--- config.mk ---
export PLATFORM = sky130hd
export DESIGN_NAME = vcad_decode
export DESIGN_NICKNAME = d
export VERILOG_FILES = /design/src/design/vcad_pkg.sv /design/src/design/vcad_selftest_if.sv /design/src/design/vcad_selftest.sv /design/src/design/vcad_decode.sv
export SDC_FILE = /design/constraint.sdc
export NUM_CORES = 1
export LEC_CHECK = 0
export BUFFER_PORTS_ARGS = -buffer_cell sky130_fd_sc_hd__buf_2
export CAP_MARGIN = 20
export CORE_MARGIN = 1
export CORE_UTILIZATION = 50
export DETAILED_ROUTE_END_ITERATION = 10
export GPL_TIMING_DRIVEN = 0
export PLACE_DENSITY = 0.77
export SETUP_SLACK_MARGIN = 0.15
export SYNTH_ARGS = -nofsm -noshare
export SYNTH_HDL_FRONTEND = slang
export SYNTH_SLANG_ARGS = --single-unit
--- constraint.sdc ---
create_clock -name clk -period 9.4 [get_ports clk]
set_input_delay 1.88 -clock clk [delete_from_list [all_inputs] [get_ports clk]]
set_output_delay 1.88 -clock clk [all_outputs]
set_load 0.01 [all_outputs]
--- src/design/vcad_pkg.sv ---
// Purpose: shared constants for the video chip address decode block
// Assumes: 125 MHz clk, APB register access, 20-bit cpu address bus
// Notes: io ranges are eight-byte windows, except the sixteen-byte video window
package vcad_pkg;

	// self-test run length in clocks
	localparam int unsigned SELFTEST_CLOCKS = 4500;
	localparam int unsigned ROM_WORDS = 16;

	// io window bases
	localparam logic [15:0] IO_IRQ = 16'h0020;
	localparam logic [15:0] IO_TIMER = 16'h0040;
	localparam logic [15:0] IO_PIO = 16'h0060;
	localparam logic [15:0] IO_MASK = 16'h00A0;
	localparam logic [15:0] IO_SOUND = 16'h00C0;
	localparam logic [15:0] IO_GAME = 16'h0200;
	localparam logic [15:0] IO_PRINTER = 16'h0378;
	localparam logic [15:0] IO_FLOPPY = 16'h03F0;
	localparam logic [15:0] IO_VIDEO = 16'h03D0;

	// encoded select values
	localparam logic [2:0] SEL_NONE = 3'h7;
	localparam logic [2:0] SEL_IRQ = 3'h6;
	localparam logic [2:0] SEL_TIMER = 3'h5;
	localparam logic [2:0] SEL_PIO = 3'h4;
	localparam logic [2:0] SEL_GAME = 3'h3;
	localparam logic [2:0] SEL_SOUND = 3'h2;
	localparam logic [2:0] SEL_FLOPPY = 3'h1;
	localparam logic [2:0] SEL_PRINTER = 3'h0;

	// memory map
	localparam logic [19:0] LEN_128K = 20'h2_0000;
	localparam logic [19:0] LEN_256K = 20'h4_0000;
	localparam logic [4:0] VIDEO_WIN_TOP = 5'h17;
	localparam logic [3:0] ROM_TOP = 4'hF;

	// apb map
	localparam logic [11:0] ADDR_MEMCFG = 12'h000;
	localparam logic [11:0] ADDR_VIDMODE = 12'h004;
	localparam logic [11:0] ADDR_STATUS = 12'h008;
	localparam logic [5:0] MEMCFG_RESET = 6'h00;
	localparam logic [9:0] VIDMODE_RESET = 10'h000;

	typedef enum logic [1:0] {
		ST_IDLE = 2'b00,
		ST_RUN = 2'b01,
		ST_DONE = 2'b10
	} vcad_st_state_type;

endpackage

--- src/design/vcad_selftest_if.sv ---
// Purpose: carrier between decode top and self-test engine
// Assumes: single clock domain
// Notes: start is a one-cycle pulse
`timescale 1ns/1ns
`default_nettype none
interface vcad_selftest_if;
	logic start;
	logic busy;
	logic done;
	logic pass;
	modport engine (input start, output busy, output done, output pass);
	modport ctrl (output start, input busy, input done, input pass);
endinterface
`default_nettype wire

--- src/design/vcad_selftest.sv ---
// Purpose: self-test rom signature engine
// Assumes: start pulse from the decode top
// Notes: xor signature over one rom sweep, held for the rest of the run
`timescale 1ns/1ns
`default_nettype none
module vcad_selftest #(
	parameter int unsigned RUN_CYCLES = vcad_pkg::SELFTEST_CLOCKS
) (
	input wire logic clk,
	input wire logic reset,
	vcad_selftest_if.engine st
);
	import vcad_pkg::*;

	// rom content closes to a zero signature; value set is arbitrary
	localparam logic [7:0] ROM [ROM_WORDS] = '{8'h12, 8'h34, 8'h56, 8'h78,
		8'h9A, 8'hBC, 8'hDE, 8'hF0, 8'h11, 8'h22, 8'h44, 8'h88, 8'h0F, 8'hF0,
		8'h5A, 8'h5A};

	vcad_st_state_type state_r, state_nxt;
	logic [12:0] count_r;
	logic [7:0] sig_r;
	logic lastCycle;
	logic inSweep;

	assign lastCycle = (count_r == 13'(RUN_CYCLES - 1));
	assign inSweep = (count_r < 13'(ROM_WORDS));
	assign st.busy = (state_r == ST_RUN);
	assign st.done = (state_r == ST_DONE);
	assign st.pass = st.done && (sig_r == 8'h00);

	// a new start restarts even a finished run
	always_comb begin
		state_nxt = state_r;
		unique case (state_r)
			ST_IDLE: if (st.start) state_nxt = ST_RUN;
			ST_RUN: if (lastCycle) state_nxt = ST_DONE;
			ST_DONE: if (st.start) state_nxt = ST_RUN;
			default: state_nxt = ST_IDLE;
		endcase
	end

	// run counter and signature
	always_ff @(posedge clk or posedge reset) begin
		if (reset) begin
			state_r <= ST_IDLE;
			count_r <= '0;
			sig_r <= '0;
		end else begin
			state_r <= state_nxt;
			if (st.start) begin
				count_r <= '0;
				sig_r <= '0;
			end else if (st.busy) begin
				count_r <= count_r + 13'd1;
				if (inSweep) sig_r <= sig_r ^ ROM[count_r[3:0]];
			end
		end
	end

endmodule
`default_nettype wire

--- src/design/vcad_decode.sv ---
// Purpose: system address decode, video memory mapping and test modes
// Assumes: cpu pins are asynchronous and pass two flops before decode
// Notes: all pin outputs are registered, three edges after a cpu pin change, one edge after a video pin change
//
// Local design decisions: the register addresses and the APB register port.
`timescale 1ns/1ns
`default_nettype none
module vcad_decode #(
	parameter int unsigned SELFTEST_RUN = vcad_pkg::SELFTEST_CLOCKS
) (
	input wire logic clk,
	input wire logic reset,
	input wire logic psel,
	input wire logic penable,
	input wire logic pwrite,
	input wire logic [11:0] paddr,
	input wire logic [31:0] pwdata,
	output logic [31:0] prdata,
	output logic pready,
	output logic pslverr,
	input wire logic [19:0] cpuAddr,
	input wire logic io_or_mem_qualifier,
	input wire logic cpu_mem_read_n,
	input wire logic cpu_mem_write_n,
	input wire logic cpuIoRead_n,
	input wire logic cpuIoWrite_n,
	input wire logic [14:0] crtAddr,
	input wire logic [1:0] raster_row,
	input wire logic coreHsync,
	input wire logic coreVsync,
	input wire logic videoGreen,
	input wire logic dramRowStrobe_n,
	input wire logic dramColStrobe_n,
	output logic [2:0] periphSelect,
	output logic board_buffer_enable_n,
	output logic bank0_write_en_n,
	output logic bank1_write_en_n,
	output logic row_strobe_n,
	output logic column_strobe_n,
	output logic [16:0] ram_addr,
	output logic hsync_out,
	output logic vsync_out,
	output logic green_video_out,
	output logic crtSoftReset,
	output logic clockGenClear,
	output logic forcedDisplayEnable
);
	import vcad_pkg::*;

	// two-flop synchronisers for every cpu pin
	logic [24:0] pinS1_r, pinS2_r;
	always_ff @(posedge clk or posedge reset) begin
		if (reset) begin
			pinS1_r <= {20'h0_0000, 5'h1F};
			pinS2_r <= {20'h0_0000, 5'h1F};
		end else begin
			pinS1_r <= {cpuAddr, io_or_mem_qualifier, cpu_mem_read_n, cpu_mem_write_n,
				cpuIoRead_n, cpuIoWrite_n};
			pinS2_r <= pinS1_r;
		end
	end

	logic [19:0] addr;
	logic memCycle, ioCycle, memRead, memWrite, ioStrobe;
	assign addr = pinS2_r[24:5];
	assign memCycle = pinS2_r[4];
	assign ioCycle = !pinS2_r[4];
	assign memRead = !pinS2_r[3];
	assign memWrite = !pinS2_r[2];
	assign ioStrobe = !pinS2_r[1] || !pinS2_r[0];

	// software registers
	logic [5:0] memCfg_r;
	logic [9:0] vidMode_r;
	logic [3:0] memConfig;
	logic external_video_disable, extended_addressing, graphics_select;
	logic video_addr_mode_lo, video_addr_mode_hi;
	logic [2:0] display_page_select, cpuPage;
	assign memConfig = memCfg_r[4:1];
	assign external_video_disable = memCfg_r[5];
	assign extended_addressing = vidMode_r[0];
	assign graphics_select = vidMode_r[1];
	assign video_addr_mode_lo = vidMode_r[2];
	assign video_addr_mode_hi = vidMode_r[3];
	assign display_page_select = vidMode_r[6:4];
	assign cpuPage = vidMode_r[9:7];

	// test mode entry, impossible in normal operation
	logic testActive, test1, test2, test3, test4;
	assign testActive = memRead && memWrite;
	assign test1 = testActive && addr[15];
	assign test2 = testActive && !addr[15] && addr[14];
	assign test3 = testActive && !addr[15] && addr[13];
	assign test4 = testActive && !addr[15];
	logic memAccess;
	assign memAccess = memCycle && (memRead ^ memWrite);

	// shared block placement; illegal codes map nothing
	logic [2:0] startCode;
	logic cfgValid;
	logic [19:0] sharedStart, sharedLen, sharedDiff;
	logic sharedHit;
	assign startCode = memConfig[3] ? memConfig[2:0] - 3'd1 : memConfig[2:0];
	assign cfgValid = memConfig[3] ? (memConfig[2:0] >= 3'd1 && memConfig[2:0] <= 3'd4)
		: (memConfig[2:0] <= 3'd4);
	assign sharedStart = {startCode, 17'h0_0000};
	assign sharedLen = memConfig[3] ? LEN_256K : LEN_128K;
	assign sharedDiff = addr - sharedStart;
	assign sharedHit = memAccess && cfgValid && (sharedDiff < sharedLen);

	// cpu window into video memory
	logic videoWinHit;
	logic [16:0] cpuVidOffset;
	assign videoWinHit = memAccess && (addr[19:15] == VIDEO_WIN_TOP) && !external_video_disable;
	assign cpuVidOffset = cpuPage[0] ? {cpuPage, addr[13:0]} : {cpuPage[2:1], addr[14:0]};

	// display address by organisation
	logic modeLo;
	logic [16:0] displayAddr;
	assign modeLo = video_addr_mode_lo || graphics_select;
	always_comb begin
		displayAddr = {display_page_select, crtAddr[13:0]};
		if (!extended_addressing) begin
			unique case ({video_addr_mode_hi, modeLo})
				2'b00: displayAddr = {display_page_select, crtAddr[13:0]};
				2'b01: displayAddr = {display_page_select, raster_row[0], crtAddr[12:0]};
				2'b10: displayAddr = {display_page_select[2:1], raster_row[0], crtAddr[13:0]};
				2'b11: displayAddr = {display_page_select[2:1], raster_row, crtAddr[12:0]};
			endcase
		end else if (modeLo) begin
			displayAddr = {display_page_select[2], raster_row[0], crtAddr[14:0]};
		end else begin
			displayAddr = {display_page_select[2:1], crtAddr[14:0]};
		end
	end

	// io decode on 16-bit io address
	logic hitIrq, hitTimer, hitPio, hitMask, hitSound, hitGame, hitPrn, hitFdc;
	logic hitVidIo, vidIoBlocked;
	assign hitIrq = ioCycle && (addr[15:3] == IO_IRQ[15:3]);
	assign hitTimer = ioCycle && (addr[15:3] == IO_TIMER[15:3]);
	assign hitPio = ioCycle && (addr[15:3] == IO_PIO[15:3]);
	assign hitMask = ioCycle && (addr[15:3] == IO_MASK[15:3]);
	assign hitSound = ioCycle && (addr[15:3] == IO_SOUND[15:3]);
	assign hitGame = ioCycle && (addr[15:3] == IO_GAME[15:3]);
	assign hitPrn = ioCycle && (addr[15:3] == IO_PRINTER[15:3]);
	assign hitFdc = ioCycle && (addr[15:3] == IO_FLOPPY[15:3]);
	assign vidIoBlocked = external_video_disable && !addr[3];
	assign hitVidIo = ioCycle && (addr[15:4] == IO_VIDEO[15:4]) && !vidIoBlocked;

	// encoded select, address and io qualifier only; the external decoder adds strobes
	logic [2:0] selNxt;
	always_comb begin
		selNxt = SEL_NONE;
		if (hitIrq) selNxt = SEL_IRQ;
		else if (hitTimer) selNxt = SEL_TIMER;
		else if (hitPio) selNxt = SEL_PIO;
		else if (hitGame) selNxt = SEL_GAME;
		else if (hitSound) selNxt = SEL_SOUND;
		else if (hitFdc) selNxt = SEL_FLOPPY;
		else if (hitPrn) selNxt = SEL_PRINTER;
	end

	// buffer enable terms
	logic romHit, boardIo, bufNxt;
	assign romHit = memAccess && (addr[19:16] == ROM_TOP);
	assign boardIo = ioStrobe && (hitTimer || hitPio || hitMask || hitSound || hitGame ||
		hitPrn || hitFdc || hitVidIo);
	assign bufNxt = !(sharedHit || videoWinHit || romHit || boardIo);

	// ram port: cpu wins over display fetch, low bit picks the bank
	logic cpuRam;
	logic [17:0] cpuOffset;
	logic [16:0] ramAddrNxt;
	assign cpuRam = sharedHit || videoWinHit;
	assign cpuOffset = sharedHit ? sharedDiff[17:0] : {1'b0, cpuVidOffset};
	assign ramAddrNxt = cpuRam ? cpuOffset[17:1] : displayAddr;

	// self-test engine
	vcad_selftest_if stIf ();
	logic test1_r;
	assign stIf.start = test1 && !test1_r;
	vcad_selftest #(
		.RUN_CYCLES(SELFTEST_RUN)
	) u_selftest (
		.clk(clk),
		.reset(reset),
		.st(stIf)
	);

	// registered pin outputs, inactive in reset
	always_ff @(posedge clk or posedge reset) begin
		if (reset) begin
			periphSelect <= SEL_NONE;
			board_buffer_enable_n <= 1'b1;
			bank0_write_en_n <= 1'b1;
			bank1_write_en_n <= 1'b1;
			ram_addr <= '0;
		end else begin
			periphSelect <= selNxt;
			board_buffer_enable_n <= bufNxt;
			bank0_write_en_n <= !(cpuRam && memWrite && !cpuOffset[0]);
			bank1_write_en_n <= !(cpuRam && memWrite && cpuOffset[0]);
			ram_addr <= ramAddrNxt;
		end
	end

	// test outputs; core pins only swapped while mode one holds
	always_ff @(posedge clk or posedge reset) begin
		if (reset) begin
			test1_r <= 1'b0;
			crtSoftReset <= 1'b0;
			clockGenClear <= 1'b0;
			forcedDisplayEnable <= 1'b0;
			row_strobe_n <= 1'b1;
			column_strobe_n <= 1'b1;
			hsync_out <= 1'b0;
			vsync_out <= 1'b0;
			green_video_out <= 1'b0;
		end else begin
			test1_r <= test1;
			crtSoftReset <= test2;
			clockGenClear <= test3;
			if (test4) forcedDisplayEnable <= addr[12];
			row_strobe_n <= test1 ? raster_row[0] : dramRowStrobe_n;
			column_strobe_n <= test1 ? raster_row[1] : dramColStrobe_n;
			hsync_out <= coreHsync;
			vsync_out <= coreVsync;
			green_video_out <= test1 ? stIf.pass : videoGreen;
		end
	end

	// apb slave, zero wait; unmapped gives pslverr, no write
	logic apbWrite, hitMemCfg, hitVidMode, hitStatus, mapped;
	assign hitMemCfg = (paddr == ADDR_MEMCFG);
	assign hitVidMode = (paddr == ADDR_VIDMODE);
	assign hitStatus = (paddr == ADDR_STATUS);
	assign mapped = hitMemCfg || hitVidMode || hitStatus;
	assign apbWrite = psel && penable && pwrite;
	assign pready = 1'b1;
	assign pslverr = psel && penable && !mapped;
	always_comb begin
		prdata = 32'h0000_0000;
		if (hitMemCfg) prdata = {26'h0, memCfg_r};
		else if (hitVidMode) prdata = {22'h0, vidMode_r};
		else if (hitStatus) prdata = {27'h0, testActive, forcedDisplayEnable, stIf.pass,
			stIf.done, test1_r};
	end

	always_ff @(posedge clk or posedge reset) begin
		if (reset) begin
			memCfg_r <= MEMCFG_RESET;
			vidMode_r <= VIDMODE_RESET;
		end else begin
			if (apbWrite && hitMemCfg) memCfg_r <= {pwdata[5:1], 1'b0};
			if (apbWrite && hitVidMode) vidMode_r <= pwdata[9:0];
		end
	end
endmodule
`default_nettype wire

After elaboration in Yosys (flattened, before gate mapping)

Memory sizes are Yosys's and may differ from the RTL's.
Cells that the tools add are included.

Memories: 1
Memory bits (read-only): 128
Flip-flop bits (word level): 120
Bits in latches: 0
RAM bits: 0
Logic and storage cells: 158

Memories:

| memory           | words | width | rd ports | clocked after Yosys merged registers in | wr ports | line                | text |
|---|---|---|---|---|---|---|---|
| (name not given) | 16    | 8     | 1        | 0                                       | 0        | vcad_selftest.sv:56 | `if (inSweep) sig_r <= sig_r ^ ROM[count_r[3:0]];` |

$add $sub $neg: 3
Mux-type cells: 32
Eq/ne operators: 21
Reduce and logical (&&, ||, !) cells: 72
Div/mod/pow operators: 0
$mul: 0
Shifts and indexed selects: 0
Bitwise operators: 3
$lt $le $gt $ge: 5

Operators by type and width:

| kind                    | count |
|---|---|
| $pmux W17 S4            | 1 |
| $mux W8                 | 5 |
| $eq A13 B7 Y1 const B   | 3 |
| $logic_and A1 B1 Y1     | 34 |
| $mux W17                | 2 |
| $eq A13 B4 Y1 const B   | 2 |
| $eq A13 B5 Y1 const B   | 2 |
| $mux W13                | 2 |
| $mux W3                 | 8 |
| $lt A20 B19 Y1          | 1 |
| $mux W10                | 2 |
| $sub A20 B20 Y20        | 1 |
| $mux W19                | 1 |
| $mux W18                | 1 |
| $mux W16                | 1 |
| $logic_not A1 Y1        | 15 |
| $mux W15                | 1 |
| $logic_or A1 B1 Y1      | 14 |
| $add A13 B1 Y13 const B | 1 |
| $eq A13 B13 Y1 const B  | 1 |
| $eq A13 B3 Y1 const B   | 1 |
| $lt A13 B5 Y1 const B   | 1 |
| $eq A12 B3 Y1 const B   | 1 |
| $eq A12 B4 Y1 const B   | 1 |
| other kinds (23)        | 34 |

Logic depth before layout (Yosys ltp)

Gate-level depths: netlist (run 1).

Depth after elaboration: 12
Depth in mapped cells: 11
Depth with buffers taken out: 10

Hierarchy

From an unflattened synthesis (run 1), not the netlist that was laid out.

Cells, all modules: 454
Area, all modules: 5280.1 um^2

Modules (own cells, without submodules):

| module        | sequential area each (um^2) | times used | cells an instance | area an instance (um^2) |
|---|---|---|---|---|
| vcad_decode   | 2449.8                      | 1          | 304               | 3937.5 |
| vcad_selftest | 575.6                       | 1          | 150               | 1342.5 |

Worst setup path after synthesis (run 1)

No wires, ideal clock.

Path kind: in2out
From: input paddr[7]
To: output prdata[5]
Setup slack: 4.473 ns
Required time: 7.520 ns
Arrival: 3.047 ns
Stages: 5
Cell sequence: nor4_1 -> nand3_1 -> nor3_1 -> clkbuf_1 -> a32o_1

Word-level cells in the longest chain between the ends: 3
Elaborated cells between the ends (all ways): 4
Those cells by class: 1 x eq/ne; 2 x mux; 1 x reduce/logical

Ends and longest elaborated chain:

| element            | line               | text |
|---|---|---|
| start: declaration | vcad_decode.sv:16  | `input wire logic [11:0] paddr,` |
| $eq A12 B3 Y1      | vcad_decode.sv:236 | `assign hitVidMode = (paddr == ADDR_VIDMODE);` |
| $mux W10           | vcad_decode.sv:245 | `else if (hitVidMode) prdata = {22'h0, vidMode_r};` |
| $mux W10 *         | vcad_decode.sv:244 | `if (hitMemCfg) prdata = {26'h0, memCfg_r};` |
| end: declaration   | vcad_decode.sv:18  | `output logic [31:0] prdata,` |

Mark *: on every way between the ends. The rest lies on a longest branch, timed or not.

Final worst setup path (run 1)

From: input paddr[1]
To: output prdata[1]

Word-level cells in the longest chain between the ends: 4
Elaborated cells between the ends (all ways): 6
Those cells by class: 2 x eq/ne; 3 x mux; 1 x reduce/logical

Ends and longest elaborated chain:

| element       | line               | text |
|---|---|---|
| $eq A12 B4 Y1 | vcad_decode.sv:237 | `assign hitStatus = (paddr == ADDR_STATUS);` |
| $mux W5       | vcad_decode.sv:246 | `else if (hitStatus) prdata = {27'h0, testActive, forcedDisplayEnable, stIf.pass,` |
| $mux W10      | vcad_decode.sv:245 |  |
| $mux W10 *    | vcad_decode.sv:244 |  |

Marked as above.

==> results of run 1 <==
-- how the worst max path moves through the flow --
stage          slack (ps)                      end
6_report             3940                prdata[1]
2_1_floorplan        4360  clockGenClear$_DFF_PP0_
3_5_place_dp         3980                prdata[2]
4_1_cts              3940                prdata[1]
3_3_place_gp         3280   ram_addr[12]$_DFF_PP0_
5_1_grt              3630                prdata[2]
-- final cells by class --
class | count | share of cell area
multi-input combinational | 284 | 0.288
sequential | 120 | 0.461
timing repair buffer | 117 | 0.0919
clock inverter | 8 | 0.0154
clock buffer | 24 | 0.0686
inverter | 20 | 0.0118
tap | 133 | 0.0254
buffer | 38 | 0.0381
-- critical path, cell delays in order --
cell	delay (ps)
sky130_fd_sc_hd__buf_2	90
sky130_fd_sc_hd__nor4_1	400
sky130_fd_sc_hd__nand3_1	220
sky130_fd_sc_hd__nor3_1	230
sky130_fd_sc_hd__clkbuf_1	380
sky130_fd_sc_hd__nand2_1	100
sky130_fd_sc_hd__o21ai_0	100
sky130_fd_sc_hd__buf_2	170
-- per-stage QoR --
| step | util | hold slack (ps) | setup WS (ps) |
|---|---|---|---|
| floorplan | - | 331 | 4360 |
| global placement | 0.606 | 333 | 3280 |
| detailed placement | 0.608 | 335 | 3980 |
| CTS | 0.664 | 347 | 3940 |
| global route | 0.665 | 353 | 3630 |
| finish | 0.665 | 346 | 3940 |
-- per-layer routing --
layer	track usage	vias to the layer above	part of all wire	wire, um
met2	0.336	145	0.48	5090
li1	-	1788	-	-
met4	0.0818	0	0.013	141
met5	0	-	0	0
met3	0.0629	13	0.069	736
met1	0.275	1779	0.44	4650
-- flip-flops by register name, summed over array words and instances (netlist names), 2 cells and up --
register / cells
memCfg_r: 5
periphSelect: 3
pinS1_r: 25
pinS2_r: 25
ram_addr: 17
u_selftest.count_r: 13
u_selftest.sig_r: 8
u_selftest.state_r: 2
vidMode_r: 10
-- synthesized netlist by cell type, drive strengths merged (9+ instances only) --
library cell  number
a21oi             18
inv               20
mux2i              9
o21ai             22
nand3             12
clkbuf             9
xnor2             10
nor3               9
mux2              30
nand2             30
dfstp             18
ha                12
dfrtp            102
buf               29
nor2              34
-- kinds of logic (layout without fill, tap and decap cells) --
| group | Yosys count | after routing |
|---|---|---|
| adder cells (fa/ha/maj) | 13 | 13 |
| AND/OR/NAND/NOR | 136 | 136 |
| AO/OA/AOI/OAI | 57 | 57 |
| multiplexers | 39 | 39 |
| flip-flops | 120 | 120 |
| buffers and inverters | 58 | 207 |
| XOR/XNOR | 16 | 16 |
| other | 2 | 23 |
-- power by group through the flow --
stage | logic (mW) | registers [mW] | clock network (mW)
6_report | 0.248 | 0.601 | 0.598
5_1_grt | 0.281 | 0.606 | 0.634
4_1_cts | 0.250 | 0.601 | 0.609
3_5_place_dp | 0.250 | 0.608 | 0
3_3_place_gp | 0.235 | 0.606 | 0
2_1_floorplan | 0.183 | 0.604 | 0
==> results.yml, run 1 <==
outcome:
  run_status: "complete, no violations"
synth:
  synth-warning-count: 0
  synth_xor_xnor_area_share: 0.0272
  synth_top_area_cell: "sky130_fd_sc_hd__dfrtp_1"
  synthDominantCellAreaShare: 0.495
  synth.yosys.seq_area_share: 0.586
  yosys.area_share.adder: 0.0330
  synth_edf_count: 0
  synth_ff_type: "sky130_fd_sc_hd__dfrtp_1"
  syn-instance-count: 441
  synth.mux.area_fraction: 0.0829
  postSynthRegisterBits: 120
  synth.lib_cells_used.distinct: 53
  synth_compound_gate_area_share: 0.0694
  synth-async-reset-ratio: 1.00
  syn_avg_cell_area_um2: 11.7
  syn_area_mm2: 0.00516
  yosys.area_share.simple: 0.137
  combinational_family_with_the_most_area_after_synthesis: "simple AND/OR/NAND/NOR gates"
  cell_types_with_the_largest_area_share_after_synthesis: "sky130_fd_sc_hd__dfrtp_1 (49%), sky130_fd_sc_hd__dfstp_2 (9.2%), sky130_fd_sc_hd__mux2_2 (6.5%), sky130_fd_sc_hd__buf_4 (3.5%), sky130_fd_sc_hd__ha_1 (2.9%)"
clocking:
  clockRootBuffer: "sky130_fd_sc_hd__clkbuf_8"
  worstSkewPairLatency_ps: 510
  cts.repair.resized: 0
  clk_path_buf_depth: 2
  cts.sinks: 120
  cts_post_setup_buffers_inserted: 0
  ctsHoldBuffers: 0
  tritoncts.num_buffers: 17
  cts_tree: "built"
  htree_num_levels: 4
  worst_setup_hold_path_clk_slew_ps: 50
layout:
  stdcell_count: 744
  diodes: 0
  mostFrequentLayoutCells: "sky130_fd_sc_hd__buf_2 (117), sky130_fd_sc_hd__dfrtp_1 (102), sky130_fd_sc_hd__nor2_1 (34)"
  area_growth_syn_to_layout_pct: 27.2
  layout.cells.most_common: "sky130_fd_sc_hd__buf_2"
  multi_input_area_mm2: 0.00189
  layout-drive-gt1-share: 0.380
  finalInstanceArea_mm2: 0.00656
  fillers: 726
  layout.area.seq_mm2: 0.00303
  num-nets-final: 707
sta:
  worst-slew-pin-transition_ps: 886
  timing.clock.skew_ps: 6.54
  final_clock_period_utilization_by_the_worst_path: 0.581
  timing.fmax_mhz: 183
  max-slew-margin-rel: 0.409
  hold_fails_final_rpt: 0
  fin_tns_setup_ps: 0
  setup_viol: 0
  period_needed_ps: 5460
  timing.final.max_slew_violations: 0
  unrepaired_setup_endpoints_after_global_routing: "no"
global_routing:
  global_route.overflow_total: 0
  gr-usage-all-layers: 0.212
  maximum_number_of_pins_on_one_net_before_global_route_repair: 75
  grt_pass1_vias: 3727
  initial_antenna_violation_count: 0
  grt_pass1_wl_um: 17700
route:
  dr_total_vias: 3725
  drtIter0Drc: 212
  drtPass1Iterations: 5
  drt_drc_violations_left: 0
  postRouteAntennaNets: 0
  drt-total-wl_um: 10600
  via_per_inst: 5.01
  routed_wire_length_per_instance_um: 14.3
setup_path:
  r2r_worst_path_depth: 11
  start_kind: "input pin"
  crit_type: "in2out"
  worstReg2RegEnd: "ram_addr[10]$_DFF_PP0_"
  launching_point_of_the_worst_reg2reg_path: "memCfg_r[1]$_DFFE_PP0P_"
  critPathMaxFanout: 10
  cp.arrival_ps: 3580
  critPathLaunch: "paddr[1]"
  setup_slack_of_the_most_critical_reg_to_reg_path_ps: 5900
  endpoint_kind: "output pin"
  timing.critical_path.required_ps: 7520
power_and_ir_drop:
  power.clock.fraction: 0.413
  cell_internal_pwr_mw: 1.06
  p_per_area_mw_per_mm2: 220
  p_sw_mw: 0.385
  pwr-share-seq: 0.415
  peakVddDrop_uv: 118
  total_leakage_power_nw: 3.18
  pwr-share-comb: 0.171
  totalPowerFinal_mw: 1.45
  switching_share: 0.266
die:
  core-area_mm2: 0.00986
  io-pin-count: 161
  die_height_um: 104
  die_w_um: 104
  core.rowCount: 36
  initial_core_util: 0.523
  die_area_mm2: 0.0107
placed_design:
  placed_area_mm2: 0.00600
  globalplace.congestion: 0.792
  buffer_ports.inserted: 114
  detailedPlacementHpwl_um: 7520
  dp.cells: 711
worst_hold_path:
  startpoint_of_the_lowest_slack_hold_path: "pinS1_r[5]$_DFF_PP0_"
  min_path_cells: 0
  hold_path_class: "reg2reg"
  hold-path-endpoint: "pinS2_r[5]$_DFF_PP0_"
flow_run:
  cap_violations: 0
No activity file was read; power rests on OpenSTA's default activity.
==> run 2, diff against run 1 <==
--- a/config.mk
+++ b/config.mk
@@ -5,6 +5,7 @@
 export SDC_FILE = /design/constraint.sdc
 export NUM_CORES = 1
 export LEC_CHECK = 0
+export ABC_AREA = 1
 export BUFFER_PORTS_ARGS = -buffer_cell sky130_fd_sc_hd__buf_2
 export CAP_MARGIN = 20
 export CORE_MARGIN = 1
==> constraint.sdc (replaced) <==
create_clock -name clk -period 5.5 [get_ports clk]
set_input_delay 1.1 -clock clk [delete_from_list [all_inputs] [get_ports clk]]
set_output_delay 1.1 -clock clk [all_outputs]
set_load 0.01 [all_outputs]
==> run 2 against run 1 <==
Net effect: first-iteration DRC count increased by 70%; highest routed layer unchanged; power increased by 79%; clock skew increased by 1.4 ps; sequential share of layout area decreased by 1.4 points; core utilization decreased by 0.92 points; non-clock buffer count decreased by 8; flip-flop and latch count unchanged; worst setup slack got worse by 2000 ps; clock power increased by 84%; global-route usage increased by 2.8 points; final cell count increased by 20%; critical path depth decreased by 1.
==> results.yml, run 2 <==
outcome:
  run_status: "complete, no violations"
layout:
  fillers: 834
  num-nets-final: 853
  reg.largest.list: "pinS1_r (25), pinS2_r (25), ram_addr (17)"
  multi_input_area_mm2: 0.00186
  mostFrequentLayoutCells: "sky130_fd_sc_hd__nand2_1 (120), sky130_fd_sc_hd__buf_2 (116), sky130_fd_sc_hd__dfrtp_1 (102)"
  layout-drive-gt1-share: 0.272
  fin_util: 0.656
  layout.area.seq_mm2: 0.00303
  area_growth_syn_to_layout_pct: 27.3
  layout.cells.most_common: "sky130_fd_sc_hd__nand2_1"
sta:
  max-slew-margin-rel: 0.632
  timing.fmax_mhz: 278
  timing.final.max_slew_violations: 0
  unrepaired_setup_endpoints_after_global_routing: "no"
  fin_tns_setup_ps: 0
  final_clock_period_utilization_by_the_worst_path: 0.653
  timing.clock.skew_ps: 7.92
  worst-slew-pin-transition_ps: 547
  period_needed_ps: 3590
  hold_fails_final_rpt: 0
  setup_viol: 0
setup_path:
  timing.critical_path.required_ps: 4400
  cp_top_family: "simple AND/OR/NAND/NOR gates"
  r2r_worst_path_depth: 13
  crit_path_max_incr_delay_ps: 450
  critPathLaunch: "paddr[1]"
  worst_path_max_delay_cell: "sky130_fd_sc_hd__nor3_1"
  crit_buf_inv: 2
  endpoint_kind: "output pin"
  launching_point_of_the_worst_reg2reg_path: "memCfg_r[2]$_DFFE_PP0P_"
  crit_path_cell_trace: "buf_2 > nor2_1 > nand3_1 > nor3_1 > nand3_1 > o221ai_1 > buf_2"
  stages_on_worst_setup_path: 7
  critPathMaxFanout: 4
  start_kind: "input pin"
  cp.arrival_ps: 2490
  setup_slack_of_the_most_critical_reg_to_reg_path_ps: 2700
  crit_type: "in2out"
synth:
  postSynthRegisterBits: 120
  synth.lib_cells_used.distinct: 38
  synth_top_area_cell: "sky130_fd_sc_hd__dfrtp_1"
  synth_top_cells_by_count: "sky130_fd_sc_hd__nand2_1 (120), sky130_fd_sc_hd__dfrtp_1 (102), sky130_fd_sc_hd__inv_1 (74)"
  synth-warning-count: 0
  synthDominantCellAreaShare: 0.480
  synth-async-reset-ratio: 1.00
  cell_with_the_most_instances_after_synthesis: "sky130_fd_sc_hd__nand2_1"
  synth_edf_count: 0
  syn_area_mm2: 0.00532
  synth_ff_type: "sky130_fd_sc_hd__dfrtp_1"
  syn_avg_cell_area_um2: 9.05
  synth.yosys.seq_area_share: 0.569
  syn-instance-count: 588
  cell_types_with_the_largest_area_share_after_synthesis: "sky130_fd_sc_hd__dfrtp_1 (48%), sky130_fd_sc_hd__dfstp_2 (8.9%), sky130_fd_sc_hd__nand2_1 (8.5%), sky130_fd_sc_hd__inv_1 (5.2%), sky130_fd_sc_hd__nor2_1 (4.5%)"
die:
  io-pin-count: 161
  core-area_mm2: 0.0103
  die_height_um: 105
  die_area_mm2: 0.0111
  core.rowCount: 37
  die_w_um: 105
  initial_core_util: 0.515
clocking:
  htree_num_levels: 4
  cts.sinks: 120
  clockRootBuffer: "sky130_fd_sc_hd__clkbuf_8"
  clk_path_buf_depth: 2
  tritoncts.num_buffers: 17
  worst_setup_hold_path_clk_slew_ps: 60
  worstSkewPairLatency_ps: 510
  cts_post_setup_buffers_inserted: 0
  cts_tree: "built"
  cts.repair.resized: 0
  ctsHoldBuffers: 0
power_and_ir_drop:
  totalPowerFinal_mw: 2.58
  p_per_area_mw_per_mm2: 381
  total_leakage_power_nw: 3.54
  peakVddDrop_uv: 206
route:
  drtPass1Iterations: 5
  drt_drc_violations_left: 0
  routed_wire_length_per_instance_um: 13.6
  via_per_inst: 4.96
  drtIter0Drc: 360
  postRouteAntennaNets: 0
  dr_total_vias: 4430
  drt-total-wl_um: 12100
worst_hold_path:
  min_path_cells: 0
  startpoint_of_the_lowest_slack_hold_path: "pinS1_r[6]$_DFF_PP0_"
  hold_path_class: "reg2reg"
global_routing:
  grt_pass1_vias: 4414
  global_route.overflow_total: 0
  grt_pass1_wl_um: 20500
  maximum_number_of_pins_on_one_net_before_global_route_repair: 80
  gr-usage-all-layers: 0.240
  initial_antenna_violation_count: 1
placed_design:
  globalplace.congestion: 0.912
  buffer_ports.inserted: 115
  detailedPlacementHpwl_um: 8860
flow_run:
  cap_violations: 0
run 2: cell count changes after synthesis, sizes merged, moves of 11 or more:
cell	delta
nand3	+20
inv	+57
mux2	-30
nor2	+32
a21oi	+11
nand2	+93
o21ai	+21
run 2: path summary, 6_finish.rpt:
path,end
worst max-delay path,prdata[2]
worst min-delay path,pinS2_r[6]$_DFF_PP0_
worst max register to register,ram_addr[0]$_DFF_PP0_
worst min register to register,pinS2_r[6]$_DFF_PP0_
max in group asynchronous,board_buffer_enable_n$_DFF_PP1_
min in group asynchronous,pinS1_r[14]$_DFF_PP0_
run 2: cell type report:
type,count,share of cell area
plain buffers,31,0.0336
clock inverters,13,0.0253
multi-input cells,381,0.274
flip-flops and latches,120,0.447
clock buffers,19,0.0623
diodes,1,0.000370
well taps,136,0.0251
inverters,77,0.0431
repair buffers,116,0.0891
run 2: logic make-up (layout without fill, tap and decap cells):
family,Yosys count,in the layout,share of synthesized area
XOR/XNOR,2,2,0.00329
buffers and inverters,108,256,0.0971
AO/OA/AOI/OAI,86,86,0.0898
AND/OR/NAND/NOR,257,257,0.208
adder cells (fa/ha/maj),13,13,0.0320
flip-flops,120,120,0.569
other,2,24,0.00141
run 2: where the power goes:
part,switching (mW),internal (mW),leakage [nW]
Combinational,0.280,0.171,1.84
Sequential,0.0592,0.972,1.42
Clock,0.404,0.695,0.283
Total,0.744,1.84,3.54
run 2: worst register-to-register path, cell delays in order, from the launching register on:
cell and delay (ps):
sky130_fd_sc_hd__dfrtp_1 410, sky130_fd_sc_hd__inv_1 150, sky130_fd_sc_hd__ha_1 250, sky130_fd_sc_hd__o21ai_0 260
sky130_fd_sc_hd__fa_1 460, sky130_fd_sc_hd__inv_1 70, sky130_fd_sc_hd__ha_1 220, sky130_fd_sc_hd__nand2_1 80
sky130_fd_sc_hd__nand3_1 60, sky130_fd_sc_hd__nor2_1 250, sky130_fd_sc_hd__nand2_2 170, sky130_fd_sc_hd__nand2_2 190
sky130_fd_sc_hd__nand2_1 90, sky130_fd_sc_hd__nand2_1 80
run 2: metrics by stage:
stage	hold WS, ps	std cells	worst slack [ps]	instance area, um2
final	350	894	1910	6770
after global routing	353	893	1850	6770
after CTS	350	893	1930	6770
after detailed placement	336	861	1990	6180
after global placement	332	860	156	6150
after floorplan	331	609	1240	5400
run 2: routing by layer:
layer	global-route usage	up-vias	wire, um
li1	-	2163	-
met1	0.295	2055	5060
met2	0.395	183	5950
met3	0.0761	29	855
met4	0.0956	0	276
met5	0	-	0
==> run 3, diff against run 2 <==
--- a/config.mk
+++ b/config.mk
@@ -5,14 +5,14 @@
 export SDC_FILE = /design/constraint.sdc
 export NUM_CORES = 1
 export LEC_CHECK = 0
-export ABC_AREA = 1
+export ABC_AREA = 0
 export BUFFER_PORTS_ARGS = -buffer_cell sky130_fd_sc_hd__buf_2
 export CAP_MARGIN = 20
 export CORE_MARGIN = 1
-export CORE_UTILIZATION = 50
+export CORE_UTILIZATION = 46
 export DETAILED_ROUTE_END_ITERATION = 10
 export GPL_TIMING_DRIVEN = 0
-export PLACE_DENSITY = 0.77
+export PLACE_DENSITY = 0.75
 export SETUP_SLACK_MARGIN = 0.15
 export SYNTH_ARGS = -nofsm -noshare
 export SYNTH_HDL_FRONTEND = slang
==> constraint.sdc (replaced) <==
create_clock -name clk -period 3.26 [get_ports clk]
set_input_delay 0.652 -clock clk [delete_from_list [all_inputs] [get_ports clk]]
set_output_delay 0.652 -clock clk [all_outputs]
set_load 0.01 [all_outputs]
==> run 3 against run 2 <==
Net effect: global-route usage down 3.1 points; clock skew about the same; cell area down 0.79%; core utilization down 3.9 points; critical path type is now reg2reg; largest cell class unchanged; largest power group unchanged.
==> results.yml, run 3 (synthesis gave the netlist of run 1 again) <==
clocking:
  cts_tree: "built"
  cts.sinks: 120
  clk_path_buf_depth: 2
  worst_setup_hold_path_clk_slew_ps: 60
  tritoncts.num_buffers: 17
  ctsHoldBuffers: 0
  worstSkewPairLatency_ps: 520
  clockRootBuffer: "sky130_fd_sc_hd__clkbuf_8"
  htree_num_levels: 4
setup_path:
  crit_type: "reg2reg"
  crit_buf_inv: 3
  stages_on_worst_setup_path: 11
  critPathMaxFanout: 10
  crit_path_cell_trace: "inv_1 > ha_1 > a21oi_2 > fa_1 > inv_1 > ha_1 > a2111oi_4 > o221ai_2 > nand2_4 > buf_8 > mux2_2"
  worst_path_max_delay_cell: "sky130_fd_sc_hd__dfrtp_2"
  cp_top_family: "adder cells"
  endpoint_kind: "flip-flop"
  start_kind: "flip-flop"
  r2r_worst_path_depth: 11
  crit_path_max_incr_delay_ps: 430
  cp.arrival_ps: 3400
  timing.critical_path.required_ps: 3660
outcome:
  run_status: "complete, no violations"
route:
  via_per_inst: 4.93
  drt-total-wl_um: 11100
  drtIter0Drc: 146
  dr_total_vias: 3739
  drtPass1Iterations: 4
  postRouteAntennaNets: 0
  drt_drc_violations_left: 0
  routed_wire_length_per_instance_um: 14.6
power_and_ir_drop:
  p_per_area_mw_per_mm2: 636
  p_sw_mw: 1.21
  pwr-share-seq: 0.405
  cell_internal_pwr_mw: 3.07
  pwr-share-comb: 0.171
  peakVddDrop_uv: 403
  total_leakage_power_nw: 3.24
  switching_share: 0.282
  power.clock.fraction: 0.423
layout:
  num-nets-final: 715
  fin_util: 0.617
  layout.cells.most_common: "sky130_fd_sc_hd__buf_2"
  mostFrequentLayoutCells: "sky130_fd_sc_hd__buf_2 (117), sky130_fd_sc_hd__dfrtp_1 (101), sky130_fd_sc_hd__nor2_1 (34)"
  finalInstanceArea_mm2: 0.00672
  area_growth_syn_to_layout_pct: 30.2
  reg.largest.list: "pinS1_r (25), pinS2_r (25), ram_addr (17)"
  layout-drive-gt1-share: 0.404
  diodes: 0
die:
  die_height_um: 108
  initial_core_util: 0.474
  die_w_um: 108
  io-pin-count: 161
  core-area_mm2: 0.0109
  core.rowCount: 38
  die_area_mm2: 0.0116
sta:
  worst-slew-pin-transition_ps: 614
  setup_viol: 0
  max-slew-margin-rel: 0.587
  timing.final.max_slew_violations: 0
  period_needed_ps: 3000
  timing.clock.skew_ps: 8.31
  timing.fmax_mhz: 333
  final_clock_period_utilization_by_the_worst_path: 0.920
  hold_fails_final_rpt: 0
  unrepaired_setup_endpoints_after_global_routing: "no"
  fin_tns_setup_ps: 0
placed_design:
  detailedPlacementHpwl_um: 7800
  placed_area_mm2: 0.00606
  buffer_ports.inserted: 114
  globalplace.congestion: 0.829
flow_run:
  cap_violations: 0
global_routing:
  maximum_number_of_pins_on_one_net_before_global_route_repair: 36
  gr-usage-all-layers: 0.209
  grt_pass1_vias: 3653
  initial_antenna_violation_count: 0
  global_route.overflow_total: 0
  grt_pass1_wl_um: 18100
worst_hold_path:
  hold_path_class: "in2async"
## run 3: path summary, 6_finish.rpt
path                       slack (ps)               startpoint                      to
max                               260  memCfg_r[1]$_DFFE_PP0P_  ram_addr[12]$_DFF_PP0_
max reg2reg                       260  memCfg_r[1]$_DFFE_PP0P_  ram_addr[12]$_DFF_PP0_
min                               140                    reset  ram_addr[12]$_DFF_PP0_
min reg2reg                       350    pinS1_r[10]$_DFF_PP0_   pinS2_r[10]$_DFF_PP0_
min in group clk                  230      io_or_mem_qualifier    pinS1_r[4]$_DFF_PP1_
max in group asynchronous        2050                    reset    pinS1_r[2]$_DFF_PP1_
## run 3: layer usage
| metal | vias to the layer above | wire, um | global-route usage |
|---|---|---|---|
| met2 | 124 | 5310 | 0.338 |
| met3 | 14 | 648 | 0.0642 |
| li1 | 1807 | - | - |
| met5 | - | 0 | 0 |
| met1 | 1794 | 4890 | 0.265 |
| met4 | 0 | 202 | 0.0793 |
## run 3: what timing repair did
| action | 4_1_cts | 5_1_grt |
|---|---|---|
| hold endpoints to repair | 0 | 0 |
| gates resized for setup | 5 | 3 |
| setup buffers | 3 | 3 |
| endpoints found under the setup margin | 18 | 13 |
## run 3: area by class of cell
type	instances	area [um2]
multi-input cells	284	1910
clock buffers	17	414
clock inverters	15	165
plain buffers	38	255
inverters	20	78.8
fillers	884	4170
flip-flops and latches	120	3030
well taps	140	175
repair buffers	125	688
## run 3: metrics by stage
stage          setup WS, ps  hold slack [ps]  cells  total power, mW
3_5_place_dp           -388              335    721             2.48
6_report                259              143    759             4.27
5_1_grt                 129              167    759             4.48
4_1_cts                 155              145    756             4.30
3_3_place_gp           -130              333    716             2.43
2_1_floorplan           173              331    462             2.27
## run 3: worst reg2reg max path, delay by kind of cell (launching register included)
kind                       cells  cell delay [ps]
adders and majority gates      3              990
muxes                          1              360
DFF                            1              430
and+or+nand+nor                1              120
buffers and inverters          3              310
AOI/OAI and AO/OA              3              680
## run 3: power groups by stage
stage	Combinational (mW)	Sequential, mW	Clock (mW)
final	0.732	1.73	1.81
after global routing	0.822	1.75	1.91
after CTS	0.731	1.73	1.84
after detailed placement	0.723	1.75	0
after global placement	0.681	1.75	0
after floorplan	0.527	1.74	0
